File: src/design/vpw_mux_pkg.sv
// constants, types and carriers for the vpw bus mux interface
// assumes a single 10 MHz clock that also serves as the mux clock
package vpw_mux_pkg;
  // ***************************************
  // timing
  // ***************************************
  localparam int CLK_PERIOD_NS = 100; // mux_clock_period
  localparam int T_SHORT_US = 64; // short bit
  localparam int T_LONG_US = 128; // long bit
  localparam int T_SOF_US = 200; // start of frame
  localparam int T_EOD_US = 200; // end of data
  localparam int T_BREAK_US = 240; // break threshold
  localparam int T_EOF_US = 280; // end of frame
  localparam int T_IFS_US = 20; // inter-frame separation
  localparam int T_MIN_US = 34; // shortest accepted pulse
  localparam int T_SPLIT_US = 96; // short/long boundary
  localparam int T_LMAX_US = 164; // long/sof boundary
  localparam logic [11:0] C_SHORT = 12'((T_SHORT_US * 1000) / CLK_PERIOD_NS);
  localparam logic [11:0] C_LONG = 12'((T_LONG_US * 1000) / CLK_PERIOD_NS);
  localparam logic [11:0] C_SOF = 12'((T_SOF_US * 1000) / CLK_PERIOD_NS);
  localparam logic [11:0] C_EOD = 12'((T_EOD_US * 1000) / CLK_PERIOD_NS);
  localparam logic [11:0] C_BREAK = 12'((T_BREAK_US * 1000) / CLK_PERIOD_NS);
  localparam logic [11:0] C_EOF = 12'((T_EOF_US * 1000) / CLK_PERIOD_NS);
  localparam logic [11:0] C_IDLE = 12'(((T_EOF_US + T_IFS_US) * 1000) / CLK_PERIOD_NS);
  localparam logic [11:0] C_MIN = 12'((T_MIN_US * 1000 + CLK_PERIOD_NS - 1) / CLK_PERIOD_NS);
  localparam logic [11:0] C_SPLIT = 12'((T_SPLIT_US * 1000) / CLK_PERIOD_NS);
  localparam logic [11:0] C_LMAX = 12'((T_LMAX_US * 1000) / CLK_PERIOD_NS);
  localparam logic [6:0] C_SYNC_WIN = 7'h68; // 104 mux clocks
  localparam logic [11:0] C_ARB_GUARD = 12'h020; // covers filter delay
  localparam logic [11:0] C_TIME_SAT = 12'hff0;
  // ***************************************
  // filter, crc, frame
  // ***************************************
  localparam logic [3:0] FILT_MAX = 4'hf;
  localparam logic [3:0] FILT_MIN = 4'h0;
  localparam logic [7:0] CRC_POLY = 8'h1d;
  localparam logic [7:0] CRC_INIT = 8'hff;
  localparam logic [7:0] CRC_GOOD = 8'hc4;
  localparam logic [3:0] MAX_DATA = 4'hb; // plus crc makes 12
  // ***************************************
  // registers
  // ***************************************
  localparam logic [3:0] ADR_CTRL = 4'h0; // link_control_two
  localparam logic [3:0] ADR_STAT = 4'h4; // state_vector_register
  localparam logic [3:0] ADR_DATA = 4'h8; // link_data_register
  localparam logic CTRL_RESET = 1'b0;
  typedef struct packed {
    logic tx_err;
    logic arb_lost;
    logic invalid;
    logic crc_err;
    logic eof;
    logic rx_full;
  } status_t;
  typedef struct packed {
    logic cyc;
    logic stb;
    logic we;
    logic [3:0] adr;
    logic [3:0] sel;
    logic [31:0] dat;
  } wb_req_t;
  typedef enum logic [2:0] {RX_IDLE, RX_SOF, RX_DATA, RX_EOD, RX_IFS} rx_state_t;
  typedef enum logic [1:0] {TX_IDLE, TX_SOF, TX_BITS} tx_state_t;
endpackage

File: src/design/vpw_bus_mux_interface.sv
// vpw bus mux interface: rx filter, symbol decode, crc, transmitter
// assumes raw lines synchronous to clk, line high means active
//
// Summary of operation
// sample raw line, update counter afterwards
// counter counts up on high, down on low
// at 15 output goes high, counter saturates
// at 0 output goes low, counter saturates
// output holds between the end points
// clean edge appears after 15 to 16 clocks
// at most 12 bytes, msb first
// frames open with 200 us active sof
// at least one data byte plus crc
// crc x8+x4+x3+x2+1, preset ones, inverted
// received remainder not c4 flags crc error
// 200 us passive ends data, no flag
// 280 us passive sets end-of-frame flag
// wait further 20 us before next sof
// resync to rising edge during separation
// write within 104 clocks of edge transmits
// later write waits for next separation
// receiver accepts sof during separation
// never send break; break aborts transmit
// break in receive flags invalid, discards
// break in receive clears 4x enable
// passive past 300 us is idle bus
// logic 0 is short passive or long active
// logic 1 is long passive or short active
`timescale 1ns/1ps
module vpw_bus_mux_interface
(
  input wire logic clk,
  input wire logic rst,
  input vpw_mux_pkg::wb_req_t wb_req,
  output logic [31:0] wb_dat_o,
  output logic wb_ack_o,
  input wire logic raw_receive_line,
  output logic raw_transmit_line
);
  import vpw_mux_pkg::*;

  // one crc step for one message bit
  function automatic logic [7:0] crc_step(input logic [7:0] c, input logic b);
    crc_step = {c[6:0], 1'b0} ^ ((c[7] ^ b) ? CRC_POLY : 8'h00);
  endfunction

  // ***************************************
  // receive filter
  // ***************************************
  logic sample; // raw line taken at the clock edge
  logic [3:0] filt_cnt; // saturating up/down counter
  logic [3:0] next_filt_cnt;
  logic rx_filt; // filtered line
  logic rx_prev; // filtered line one clock back

  // step toward the sample, stop at the end points
  assign next_filt_cnt = (sample && filt_cnt != FILT_MAX) ? 4'(filt_cnt + 4'h1) :
    (!sample && filt_cnt != FILT_MIN) ? 4'(filt_cnt - 4'h1) : filt_cnt;

  // sample, then update the counter from the held sample one clock later
  always_ff @(posedge clk)
  begin
    if (rst)
    begin
      sample <= 1'b0;
      filt_cnt <= FILT_MIN;
      rx_filt <= 1'b0;
      rx_prev <= 1'b0;
    end
    else
    begin
      sample <= raw_receive_line;
      filt_cnt <= next_filt_cnt;
      if (next_filt_cnt == FILT_MAX)
        rx_filt <= 1'b1;
      else if (next_filt_cnt == FILT_MIN)
        rx_filt <= 1'b0;
      rx_prev <= rx_filt;
    end
  end

  // ***************************************
  // symbol timing and decode
  // ***************************************
  logic fourx; // fourx_receive_enable
  logic [11:0] rx_time; // clocks since the last filtered edge, four counts per clock in 4x mode
  logic brk_done; // break already reported in this active period
  rx_state_t rx_state;
  logic [7:0] rx_crc;
  logic [7:0] rx_shift;
  logic [2:0] rx_bits;
  logic [7:0] rx_data; // last complete byte

  wire rise = rx_filt & ~rx_prev;
  wire fall = ~rx_filt & rx_prev;
  wire edge_seen = rise | fall;
  // 4x mode runs the receive timebase four times faster
  wire [11:0] rx_step = fourx ? 12'h004 : 12'h001;
  wire in_frame = (rx_state == RX_SOF) || (rx_state == RX_DATA);
  wire len_ok = (rx_time >= C_MIN) && (rx_time < C_LMAX);
  // passive ends: long means 1; active ends: short means 1
  wire bit_val = rise ? (rx_time >= C_SPLIT) : (rx_time < C_SPLIT);
  wire rx_bit_ev = (rx_state == RX_DATA) && edge_seen && len_ok;
  wire rx_bad_bit = (rx_state == RX_DATA) && edge_seen && !len_ok;
  wire sof_ok = (rx_state == RX_SOF) && fall && (rx_time >= C_LMAX);
  wire sof_bad = (rx_state == RX_SOF) && fall && (rx_time < C_LMAX);
  // on a rise rx_time still holds the passive length, so only a continued active counts
  wire brk_hit = rx_filt && rx_prev && (rx_time >= C_BREAK) && !brk_done;
  wire rx_brk = brk_hit && in_frame;
  wire eod_ev = (rx_state == RX_DATA) && !rx_filt && (rx_time >= C_EOD);
  wire eof_ev = (rx_state == RX_EOD) && (rx_time >= C_EOF);
  wire idle_ev = (rx_state == RX_IFS) && (rx_time >= C_IDLE);
  wire bus_idle = (rx_state == RX_IDLE) && !rx_filt && (rx_time >= C_IDLE);
  wire [7:0] rx_crc_nx = crc_step(rx_crc, bit_val);

  // timebase since the last edge, saturating
  always_ff @(posedge clk)
  begin
    if (rst)
    begin
      rx_time <= 12'h000;
      brk_done <= 1'b0;
    end
    else if (edge_seen)
    begin
      rx_time <= 12'h000;
      brk_done <= 1'b0;
    end
    else
    begin
      if (rx_time < C_TIME_SAT)
        rx_time <= 12'(rx_time + rx_step);
      if (brk_hit)
        brk_done <= 1'b1;
    end
  end

  // frame tracking
  always_ff @(posedge clk)
  begin
    if (rst)
      rx_state <= RX_IDLE;
    else if (rx_brk || rx_bad_bit || sof_bad)
      rx_state <= RX_IDLE;
    else
    begin
      case (rx_state)
        RX_IDLE: if (rise) rx_state <= RX_SOF;
        RX_SOF: if (sof_ok) rx_state <= RX_DATA;
        RX_DATA: if (eod_ev) rx_state <= RX_EOD;
        RX_EOD:
        begin
          // a response is not decoded; a new edge restarts
          if (rise)
            rx_state <= RX_SOF;
          else if (eof_ev)
            rx_state <= RX_IFS;
        end
        RX_IFS:
        begin
          if (rise)
            rx_state <= RX_SOF;
          else if (idle_ev)
            rx_state <= RX_IDLE;
        end
        default: rx_state <= RX_IDLE;
      endcase
    end
  end

  // byte assembly and crc check, msb first
  always_ff @(posedge clk)
  begin
    if (rst)
    begin
      rx_crc <= CRC_INIT;
      rx_shift <= 8'h00;
      rx_bits <= 3'h0;
      rx_data <= 8'h00;
    end
    else if (sof_ok)
    begin
      rx_crc <= CRC_INIT;
      rx_bits <= 3'h0;
    end
    else if (rx_bit_ev)
    begin
      rx_crc <= rx_crc_nx;
      rx_shift <= {rx_shift[6:0], bit_val};
      rx_bits <= 3'(rx_bits + 3'h1);
      if (rx_bits == 3'h7)
        rx_data <= {rx_shift[6:0], bit_val};
    end
  end

  // ***************************************
  // transmitter
  // ***************************************
  tx_state_t tx_state;
  logic [11:0] tx_time; // clocks into the current symbol
  logic [7:0] tx_shift;
  logic [2:0] tx_bits;
  logic [7:0] tx_crc;
  logic tx_crc_phase; // crc byte is on the line
  logic [3:0] tx_nbytes;
  logic [7:0] hold; // byte written by software
  logic pending;
  logic [6:0] sync_age; // clocks since a rise in the separation
  logic sync_ok;
  status_t flags;

  wire [11:0] sym_len = (raw_transmit_line ^ tx_shift[7]) ? C_LONG : C_SHORT;
  wire sym_end = (12'(tx_time + 12'h001) >= sym_len);
  wire sof_end = (12'(tx_time + 12'h001) >= C_SOF);
  wire [7:0] tx_crc_nx = crc_step(tx_crc, tx_shift[7]);
  // start on idle bus or right after a resync edge
  wire tx_start = (tx_state == TX_IDLE) && pending && (bus_idle || sync_ok);
  wire arb_lose = (tx_state == TX_BITS) && !raw_transmit_line && rx_filt &&
    (tx_time >= C_ARB_GUARD);
  wire tx_brk = brk_hit && (tx_state != TX_IDLE);

  // resync window opened by a rising edge during the separation
  always_ff @(posedge clk)
  begin
    if (rst)
    begin
      sync_age <= 7'h00;
      sync_ok <= 1'b0;
    end
    else if (rise && rx_state == RX_IFS)
    begin
      sync_age <= 7'h00;
      sync_ok <= 1'b1;
    end
    else if (sync_ok)
    begin
      sync_age <= 7'(sync_age + 7'h01);
      if (sync_age == C_SYNC_WIN)
        sync_ok <= 1'b0;
    end
  end

  // symbol sequencer
  always_ff @(posedge clk)
  begin
    if (rst)
    begin
      tx_state <= TX_IDLE;
      tx_time <= 12'h000;
      tx_shift <= 8'h00;
      tx_bits <= 3'h0;
      tx_crc <= CRC_INIT;
      tx_crc_phase <= 1'b0;
      tx_nbytes <= 4'h0;
      raw_transmit_line <= 1'b0;
    end
    else if (tx_brk || arb_lose)
    begin
      tx_state <= TX_IDLE;
      raw_transmit_line <= 1'b0;
    end
    else
    begin
      case (tx_state)
        TX_IDLE:
        begin
          if (tx_start)
          begin
            tx_state <= TX_SOF;
            // aligned to the edge that opened the window
            tx_time <= sync_ok ? 12'(sync_age) : 12'h000;
            raw_transmit_line <= 1'b1;
          end
        end
        TX_SOF:
        begin
          tx_time <= 12'(tx_time + 12'h001);
          if (sof_end)
          begin
            tx_state <= TX_BITS;
            tx_time <= 12'h000;
            tx_shift <= hold;
            tx_bits <= 3'h0;
            tx_crc <= CRC_INIT;
            tx_crc_phase <= 1'b0;
            tx_nbytes <= 4'h1;
            raw_transmit_line <= 1'b0;
          end
        end
        TX_BITS:
        begin
          tx_time <= 12'(tx_time + 12'h001);
          if (sym_end)
          begin
            tx_time <= 12'h000;
            raw_transmit_line <= ~raw_transmit_line;
            tx_bits <= 3'(tx_bits + 3'h1);
            tx_shift <= {tx_shift[6:0], 1'b0};
            if (!tx_crc_phase)
              tx_crc <= tx_crc_nx;
            if (tx_bits == 3'h7)
            begin
              if (!tx_crc_phase && pending && tx_nbytes < MAX_DATA)
              begin
                tx_shift <= hold;
                tx_nbytes <= 4'(tx_nbytes + 4'h1);
              end
              else if (!tx_crc_phase)
              begin
                tx_shift <= ~tx_crc_nx;
                tx_crc_phase <= 1'b1;
              end
              else
              begin
                tx_state <= TX_IDLE;
                raw_transmit_line <= 1'b0;
              end
            end
          end
        end
        default: tx_state <= TX_IDLE;
      endcase
    end
  end

  // ***************************************
  // wishbone slave
  // ***************************************
  wire req = wb_req.cyc && wb_req.stb && !wb_ack_o;
  wire wr0 = req && wb_req.we && wb_req.sel[0];
  wire rd = req && !wb_req.we;
  wire wr_ctrl = wr0 && (wb_req.adr == ADR_CTRL);
  wire wr_stat = wr0 && (wb_req.adr == ADR_STAT);
  wire wr_data = wr0 && (wb_req.adr == ADR_DATA);
  wire rd_data = rd && (wb_req.adr == ADR_DATA);
  // byte leaves the holding register as the sequencer takes it
  wire take = (tx_state == TX_SOF && sof_end) || (tx_state == TX_BITS && sym_end &&
    tx_bits == 3'h7 && !tx_crc_phase && pending && tx_nbytes < MAX_DATA);
  wire [31:0] stat_word = {23'h0, rx_filt, pending, (tx_state != TX_IDLE), flags};
  wire [31:0] rd_word = (wb_req.adr == ADR_CTRL) ? {31'h0, fourx} :
    (wb_req.adr == ADR_STAT) ? stat_word :
    (wb_req.adr == ADR_DATA) ? {24'h0, rx_data} : 32'h0;
  status_t set_s;
  status_t clr_s;
  assign set_s = '{tx_err: tx_brk, arb_lost: arb_lose,
    invalid: rx_brk || rx_bad_bit || sof_bad,
    crc_err: eod_ev && (rx_crc != CRC_GOOD),
    eof: eof_ev, rx_full: rx_bit_ev && rx_bits == 3'h7};
  assign clr_s = wr_stat ? status_t'(wb_req.dat[5:0]) : '0;

  // bus answer one clock after the request
  always_ff @(posedge clk)
  begin
    if (rst)
    begin
      wb_ack_o <= 1'b0;
      wb_dat_o <= 32'h0;
    end
    else
    begin
      wb_ack_o <= req;
      wb_dat_o <= rd ? rd_word : 32'h0;
    end
  end

  // control, holding register and sticky flags; a set beats a clear, except for fourx where the break clear wins
  always_ff @(posedge clk)
  begin
    if (rst)
    begin
      fourx <= CTRL_RESET;
      hold <= 8'h00;
      pending <= 1'b0;
      flags <= '0;
    end
    else
    begin
      // hardware clear wins over a software write in the same cycle
      if (rx_brk)
        fourx <= 1'b0;
      else if (wr_ctrl)
        fourx <= wb_req.dat[0];
      if (wr_data)
      begin
        hold <= wb_req.dat[7:0];
        pending <= 1'b1;
      end
      else if (take)
        pending <= 1'b0;
      flags <= (flags & ~(clr_s | status_t'({5'h0, rd_data}))) | set_s;
    end
  end

  // ***************************************
  // assertions
  // ***************************************
  logic [5:0] raw_run; // clocks the raw line has held its level
  logic raw_last;
  logic [11:0] act_cnt; // clocks the transmit line has been active
  always_ff @(posedge clk)
  begin
    if (rst)
    begin
      raw_run <= 6'h00;
      raw_last <= 1'b0;
      act_cnt <= 12'h000;
    end
    else
    begin
      raw_last <= raw_receive_line;
      raw_run <= (raw_receive_line != raw_last) ? 6'h00 :
        (raw_run == 6'h3f) ? raw_run : 6'(raw_run + 6'h01);
      act_cnt <= raw_transmit_line ? 12'(act_cnt + 12'h001) : 12'h000;
    end
  end

  property p_rise_at_top;
    @(posedge clk) disable iff (rst) $rose(rx_filt) |-> filt_cnt == FILT_MAX;
  endproperty
  a_rise_at_top: assert property (p_rise_at_top) else $error("filter rose early");
  property p_fall_at_bottom;
    @(posedge clk) disable iff (rst) $fell(rx_filt) |-> filt_cnt == FILT_MIN;
  endproperty
  a_fall_at_bottom: assert property (p_fall_at_bottom) else $error("filter fell early");
  property p_hold_between;
    @(posedge clk) disable iff (rst)
      (filt_cnt != FILT_MAX && filt_cnt != FILT_MIN) |-> $stable(rx_filt);
  endproperty
  a_hold_between: assert property (p_hold_between) else $error("filter moved mid-range");
  property p_count_step;
    @(posedge clk) disable iff (rst)
      sample && filt_cnt != FILT_MAX |=> filt_cnt == 4'($past(filt_cnt) + 4'h1);
  endproperty
  a_count_step: assert property (p_count_step) else $error("counter did not step up");
  property p_clean_delay;
    @(posedge clk) disable iff (rst) raw_run == 6'h0f |-> rx_filt == raw_receive_line;
  endproperty
  a_clean_delay: assert property (p_clean_delay) else $error("filter slower than 16");
  property p_no_break_tx;
    @(posedge clk) disable iff (rst) act_cnt <= C_SOF;
  endproperty
  a_no_break_tx: assert property (p_no_break_tx) else $error("transmit active too long");
  property p_sof_active;
    @(posedge clk) disable iff (rst) tx_state == TX_SOF |-> raw_transmit_line;
  endproperty
  a_sof_active: assert property (p_sof_active) else $error("sof not active");
  property p_crc_flag;
    @(posedge clk) disable iff (rst) eod_ev && rx_crc != CRC_GOOD |=> flags.crc_err;
  endproperty
  a_crc_flag: assert property (p_crc_flag) else $error("crc error not flagged");
  property p_brk_fourx;
    @(posedge clk) disable iff (rst) rx_brk |=> !fourx && flags.invalid;
  endproperty
  a_brk_fourx: assert property (p_brk_fourx) else $error("break not handled");
  property p_eof_flag;
    @(posedge clk) disable iff (rst) eof_ev |=> flags.eof && rx_state == RX_IFS;
  endproperty
  a_eof_flag: assert property (p_eof_flag) else $error("eof not flagged");
  c_tx_start: cover property (@(posedge clk) disable iff (rst) tx_start);
  c_resync: cover property (@(posedge clk) disable iff (rst) tx_start && sync_ok);
  c_eof: cover property (@(posedge clk) disable iff (rst) eof_ev);
  c_break: cover property (@(posedge clk) disable iff (rst) rx_brk);
endmodule

File: config.mk
export PLATFORM = sky130hd
export DESIGN_NAME = vpw_bus_mux_interface
export DESIGN_NICKNAME = d
export VERILOG_FILES = /design/src/design/vpw_mux_pkg.sv /design/src/design/vpw_bus_mux_interface.sv
export SDC_FILE = /design/constraint.sdc
export NUM_CORES = 1
export LEC_CHECK = 0
export CAP_MARGIN = 20
export CORE_MARGIN = 4
export CORE_UTILIZATION = 59
export CTS_CLUSTER_DIAMETER = 40
export CTS_CLUSTER_SIZE = 12
export DETAILED_ROUTE_END_ITERATION = 10
export DONT_BUFFER_PORTS = 1
export PLACE_DENSITY = 0.72
export SYNTH_ARGS = -nofsm -noshare
export SYNTH_HDL_FRONTEND = slang
export SYNTH_SLANG_ARGS = --single-unit
File: constraint.sdc
create_clock -name clk -period 4.5 [get_ports clk]
set_input_delay 0.9 -clock clk [delete_from_list [all_inputs] [get_ports clk]]
set_output_delay 0.9 -clock clk [all_outputs]
set_load 0.01 [all_outputs]
=== Yosys cells after proc, flatten, opt, wreduce, memory -nomap -nowiden ===
Index checks and enable logic that the tools add are counted.

* Bits in registers: 145

* $add $sub $neg: 8
* Order comparisons: 14
* Eq/ne operators: 27
* Multiplexer cells: 67
* Bitwise gates (word level): 19
* Reductions and logical operators: 88

{| class="wikitable"
|+ Operator list
! operator !! number
|-
| two-way mux 8 bit || 9
|-
| logical AND 1 bit || 45
|-
| >= comparator 12 x 11 -> 1 bit, second input constant || 3
|-
| >= comparator 12 bit, second input constant || 3
|-
| two-way mux 12 bit || 3
|-
| one-hot mux 12 bit (3 select lines) || 1
|-
| one-hot mux 8 bit (2 select lines) || 2
|-
| two-way mux 3 bit || 10
|-
| two-way mux 4 bit || 6
|-
| two-way mux 1 bit || 18
|-
| inequality test 2 bit, second input constant || 9
|-
| AND reduction 6 bit || 3
|-
| XOR 8 x 5 -> 8 bit || 2
|-
| one-hot mux 3 bit (5 select lines) || 1
|-
| OR reduction 2 bit || 7
|-
| adder 12 x 1 -> 12 bit, second input constant || 1
|-
| adder 12 x 3 -> 12 bit || 1
|-
| >= comparator 12 x 10 -> 1 bit, second input constant || 1
|-
| >= comparator 12 x 11 -> 1 bit || 1
|-
| >= comparator 12 x 6 -> 1 bit, second input constant || 1
|-
| >= comparator 12 x 9 -> 1 bit, second input constant || 1
|-
| less-than comparator 12 x 10 -> 1 bit, second input constant || 1
|-
| less-than comparator 12 x 11 -> 1 bit, second input constant || 1
|-
| less-than comparator 12 bit, second input constant || 1
|-
| other kinds (51) || 92
|}

=== Logic depth before layout (Yosys ltp) ===
* Word-level depth: 11
* Mapped depth: 15
* Gate-level depth less buffers: 12

=== Worst setup path before layout ===
No wires, ideal clock.

* Path kind: reg2reg
* Start point: reg tx_time[4]
* End point: reg tx_time[8]
* Setup time: 0.071 ns
* Arrival: 2.925 ns
* Required time: 4.429 ns
* Slack: 1.504 ns
* Cell stages (with the launch flop): 16
* Buffers on the path: 3
* Cell sequence: dfxtp_1 -> clkbuf_2 -> nand4_1 -> nor2_1 -> nand2_1 -> nor2_1 -> xor2_1 -> ha_1 -> a21o_1 -> a21oi_1 -> o2111ai_1 -> clkbuf_8 -> a21boi_0 -> buf_2 -> nand3_1 -> a21oi_1

* Word-level cells in the longest chain between the ends: 5
* Elaborated cells on any way between the ends: 11
* Classes of those cells: add/sub (1); order compare (3); mux (3); bitwise (1); reduce/logical (3)

{| class="wikitable"
|+ RTL lines
! what !! RTL line !! RTL
|-
| from (decl) || vpw_bus_mux_interface.sv:200 || <nowiki>logic [11:0] tx_time;</nowiki>
|-
| from (signal assigned) || vpw_bus_mux_interface.sv:271 || <nowiki>tx_time <= sync_ok ? 12'(sync_age) : 12'h000;</nowiki>
|-
| from (signal assigned) || vpw_bus_mux_interface.sv:277 || <nowiki>tx_time <= 12'(tx_time + 12'h001);</nowiki>
|-
| from (signal assigned) || vpw_bus_mux_interface.sv:292 || <nowiki>tx_time <= 12'(tx_time + 12'h001);</nowiki>
|-
| branches (longest 5 deep; another with adder 12 x 1 -> 12 bit) || n/a ||
|}

Several ways; the timed one is not identified.
A chain may end at the register's enable or synchronous reset.

=== Final worst setup path ===
* Start point: reg tx_time[3]
* End point: reg tx_time[1]

* Word-level cells in the longest chain between the ends: 5
* Elaborated cells on any way between the ends: 11
* Classes of those cells: add/sub (1); order compare (3); mux (3); bitwise (1); reduce/logical (3)

{| class="wikitable"
|+ RTL lines
! what
|-
| branches (longest 5 deep; another with adder 12 x 1 -> 12 bit)
|}

Several ways; the timed one is not identified.

==> metrics.md <==
| Metric | Value |
|---|---|
| Outcome | `finished, final reports clean` |
| Final period util | `82.6%` |
| Slew headroom | `26.6%` |
| Largest family of logic cells by synthesized area | `simple AND/OR/NAND/NOR gates` |
| Post-synthesis compound-gate area fraction | `17.0%` |
| DRC viols | `0` |
| Worst-Skew Late Latency | `0.52 ns` |
| Top-count cell post-synth | `dfxtp_1` |
| Rows | `37` |
| # resized after CTS | `0` |
| Starting Density | `61.6%` |
| Final Wtd Congestion | `0.918` |
| Global Route Usage Sum | `22.8%` |
| Commonest cells post-synth | `122 x dfxtp_1, 87 x nand2_1, 74 x nor2_1` |
| Port bufs | `0` |
| Number of antenna-violating nets in the routed design | `0` |
| Pwr per Cell Area | `425 nW/um^2` |
| Initial DRT Pass Iterations | `7` |
| Post-synth top area share | `37.7%` |
| CTS clock-pin slew for the worst setup and hold paths | `0.06 ns` |
| Via count | `5329` |
| Io pins | `80` |
| Design Power | `2940 uW` |
| Setup TNS | `0 ns` |
| Nets | `818` |
| Transition time of the tightest slew-check pin | `1.10 ns` |
| Achievable clock frequency | `0.269 GHz` |
| Multiplexer area fraction after synthesis | `5.72%` |
| Post-route cell area | `6930 um^2` |
| Die ar. | `12700 um^2` |
| Syn_area_per_cell | `8.40 um^2` |
| FF-to-FF path depth | `12` |
| Clk buf depth | `2` |
| Slew Viols, Final | `0` |
| Adder-cell share of the synthesized area | `5.02%` |
| Pre-CTS setup slack | `0.794 ns` |
| Grt ovf | `0` |
| Yosys Warn Count | `0` |
| Hold-critical path depth | `2` |
| Largest net degree at the start of global routing | `70` |
| Reg2reg start | `tx_time[3]$_SDFFE_PP0P_` |
| Critical Path Start Type | `register` |
| RSZ-0062 raised after global routing | `false` |
| Yosys top cell by area | `dfxtp_1` |
| Hold Crit Endpoint | `tx_shift[2]$_SDFFE_PP0P_` |
| Final-report hold violation count | `0` |
| Post-synthesis xor/xnor area fraction | `4.73%` |
| Leakage power | `0.00249 uW` |
| Post-synth EDFFs | `0` |
| Minimum clock period | `3.72 ns` |
| Setup violations, final | `0` |
| Mapped Cells | `771` |
| Kind of end point of the critical path | `register` |
| Synth area leaders | `dfxtp_1 38%, mux2i_1 5.7%, nand2_1 5.0%, ha_1 5.0%, nor2_1 4.3%` |
| Clock sinks | `122` |
| Die X | `113 um` |
| Post-detail-place hpwl | `9580 um` |
| Synth Area in Simple Gates | `21.2%` |
| Final clock skew | `0.00826 ns` |
| CTS Root Cell | `clkbuf_8` |
| Share of post-route cells with drive strength above 1 | `6.85%` |
| DR vias/cell | `5.95` |
| Sequential area share after synthesis | `37.7%` |
| Top FF cell, synth | `dfxtp_1` |
| Critical Path RT | `4.88 ns` |
| H-tree depth | `4` |
| Setup ws final | `0.784 ns` |
| DR WL/cell | `15.8 um` |
| DR iter-0 viols | `333` |
| Mapped cell area | `6480 um^2` |
| Die height | `113 um` |
| Final WL | `14200 um` |
| First-pass GRT wire length | `24200 um` |
| Antenna violations before repair | `0` |
| Critical Path AT | `4.10 ns` |
| Synth async-reset ratio | `0%` |
| Post-DP Area | `6320 um^2` |
| Critical Path Fanout Max | `13` |
| Worst Setup SP | `tx_time[3]$_SDFFE_PP0P_` |
| Beginning of the worst hold path | `tx_shift[2]$_SDFFE_PP0P_` |
| Area Overhead vs Synth | `6.96%` |
| Critical path class | `register to register` |
| Peak VDD IR | `0.395 mV` |
| CTS Hold Bufs | `0` |
| Max Cap Viol | `0` |
| FF-to-FF setup slack | `0.78 ns` |
| # Post-CTS Setup Buffers | `0` |
| Antenna fix cells | `0` |
| Flops & latches, synth | `122` |
| CTS tree | `done` |
| CTS Buf Count | `17` |
| Hold Crit Class | `register to register` |
| Post-synth cell types | `73` |
| R2r endpoint | `tx_time[1]$_SDFFE_PP0P_` |
| Number of global-route vias before repair | `5254` |
| Placeable Area | `10500 um^2` |
==> flip-flops by register name, indices dropped and copies added (netlist names), 4 cells and up <==
register   count
rx_time       12
tx_time       12
wb_dat_o       9
hold           8
rx_crc         8
rx_data        8
tx_crc         8
tx_shift       8
rx_shift       7
sync_age       7
flags          6
filt_cnt       4
tx_nbytes      4
==> logic make-up after synthesis <==
logic type               after synthesis
AND/OR/NAND/NOR                      287
AO/OA/AOI/OAI                        164
flip-flops                           122
buffers and inverters                 99
multiplexers                          37
XOR/XNOR                              35
adder cells (fa/ha/maj)               26
other                                  1
==> critical path, cell delays in order, from the launching register on <==
cell,delay (ns)
dfxtp_1,0.50
nand4_1,0.24
nor2_1,0.28
nand2_1,0.17
xor2_1,0.17
ha_1,0.28
and3_1,0.14
a41oi_1,0.13
o2111ai_1,0.82
a21boi_0,0.20
buf_4,0.24
a221oi_1,0.31
a211oi_1,0.08
==> power breakdown <==
group	total [uW]	internal (uW)	switching, uW
Sequential	1170	1120	49.8
Clock	1390	870	523
Combinational	379	135	244
Total	2940	2130	816
==> final cells by class <==
| class | instances | area, um^2 |
|---|---|---|
| Sequential cell | 122 | 2440 |
| Tap cell | 136 | 170 |
| Inverter | 30 | 113 |
| Clock inverter | 14 | 183 |
| Clock buffer | 18 | 428 |
| Timing Repair Buffer | 3 | 22.5 |
| Fill cell | 823 | 3580 |
| Multi-Input combinational cell | 572 | 3570 |
==> cell usage in the layout (no fill, tap or decap), types with 4 or more instances in the layout <==
cell       count
or3_1          8
nor2_1        74
xor2_1        15
a31oi_1       21
a221oi_1       4
o21a_1         6
a31o_2         5
xnor2_1       20
a211oi_1      10
nor3_1        28
inv_6          6
nand4_1       12
and3_1         9
ha_1          26
clkbuf_16     16
inv_1         30
and2_1         5
nor2b_1       12
conb_1        23
a21oi_1       43
o211ai_1       4
dfxtp_1      122
mux2i_1       37
nand2_1       87
o21ai_0       24
a22oi_1        9
nand3_1       29
==> through the flow <==
step,util (%),cells,hold slack (ns)
floorplan,-,793,0.432
global placement,60.1,863,0.438
detailed placement,60.1,863,0.435
CTS,65.9,895,0.431
global route,65.9,895,0.431
finish,65.9,895,0.452
==> routing by layer <==
layer | share of wire, % | up-vias | GRT usage, % | wire length [um]
li1 | - | 2633 | - | -
met5 | 0 | - | 0 | 0
met4 | 1.1 | 0 | 7.69 | 160
met1 | 44 | 2526 | 27.8 | 6190
met3 | 6.2 | 15 | 6.36 | 877
met2 | 49 | 155 | 38.9 | 6950
==> worst max-delay path by stage <==
stage / depth (start not counted) / endpoint
final: 12 / tx_time[1]$_SDFFE_PP0P_
after global routing: 13 / tx_shift[0]$_SDFFE_PP0P_
after CTS: 12 / tx_time[1]$_SDFFE_PP0P_
after detailed placement: 12 / tx_time[1]$_SDFFE_PP0P_
after global placement: 12 / tx_time[1]$_SDFFE_PP0P_
after floorplan: 15 / tx_time[8]$_SDFFE_PP0P_
Power figures use the tool's default switching activity.
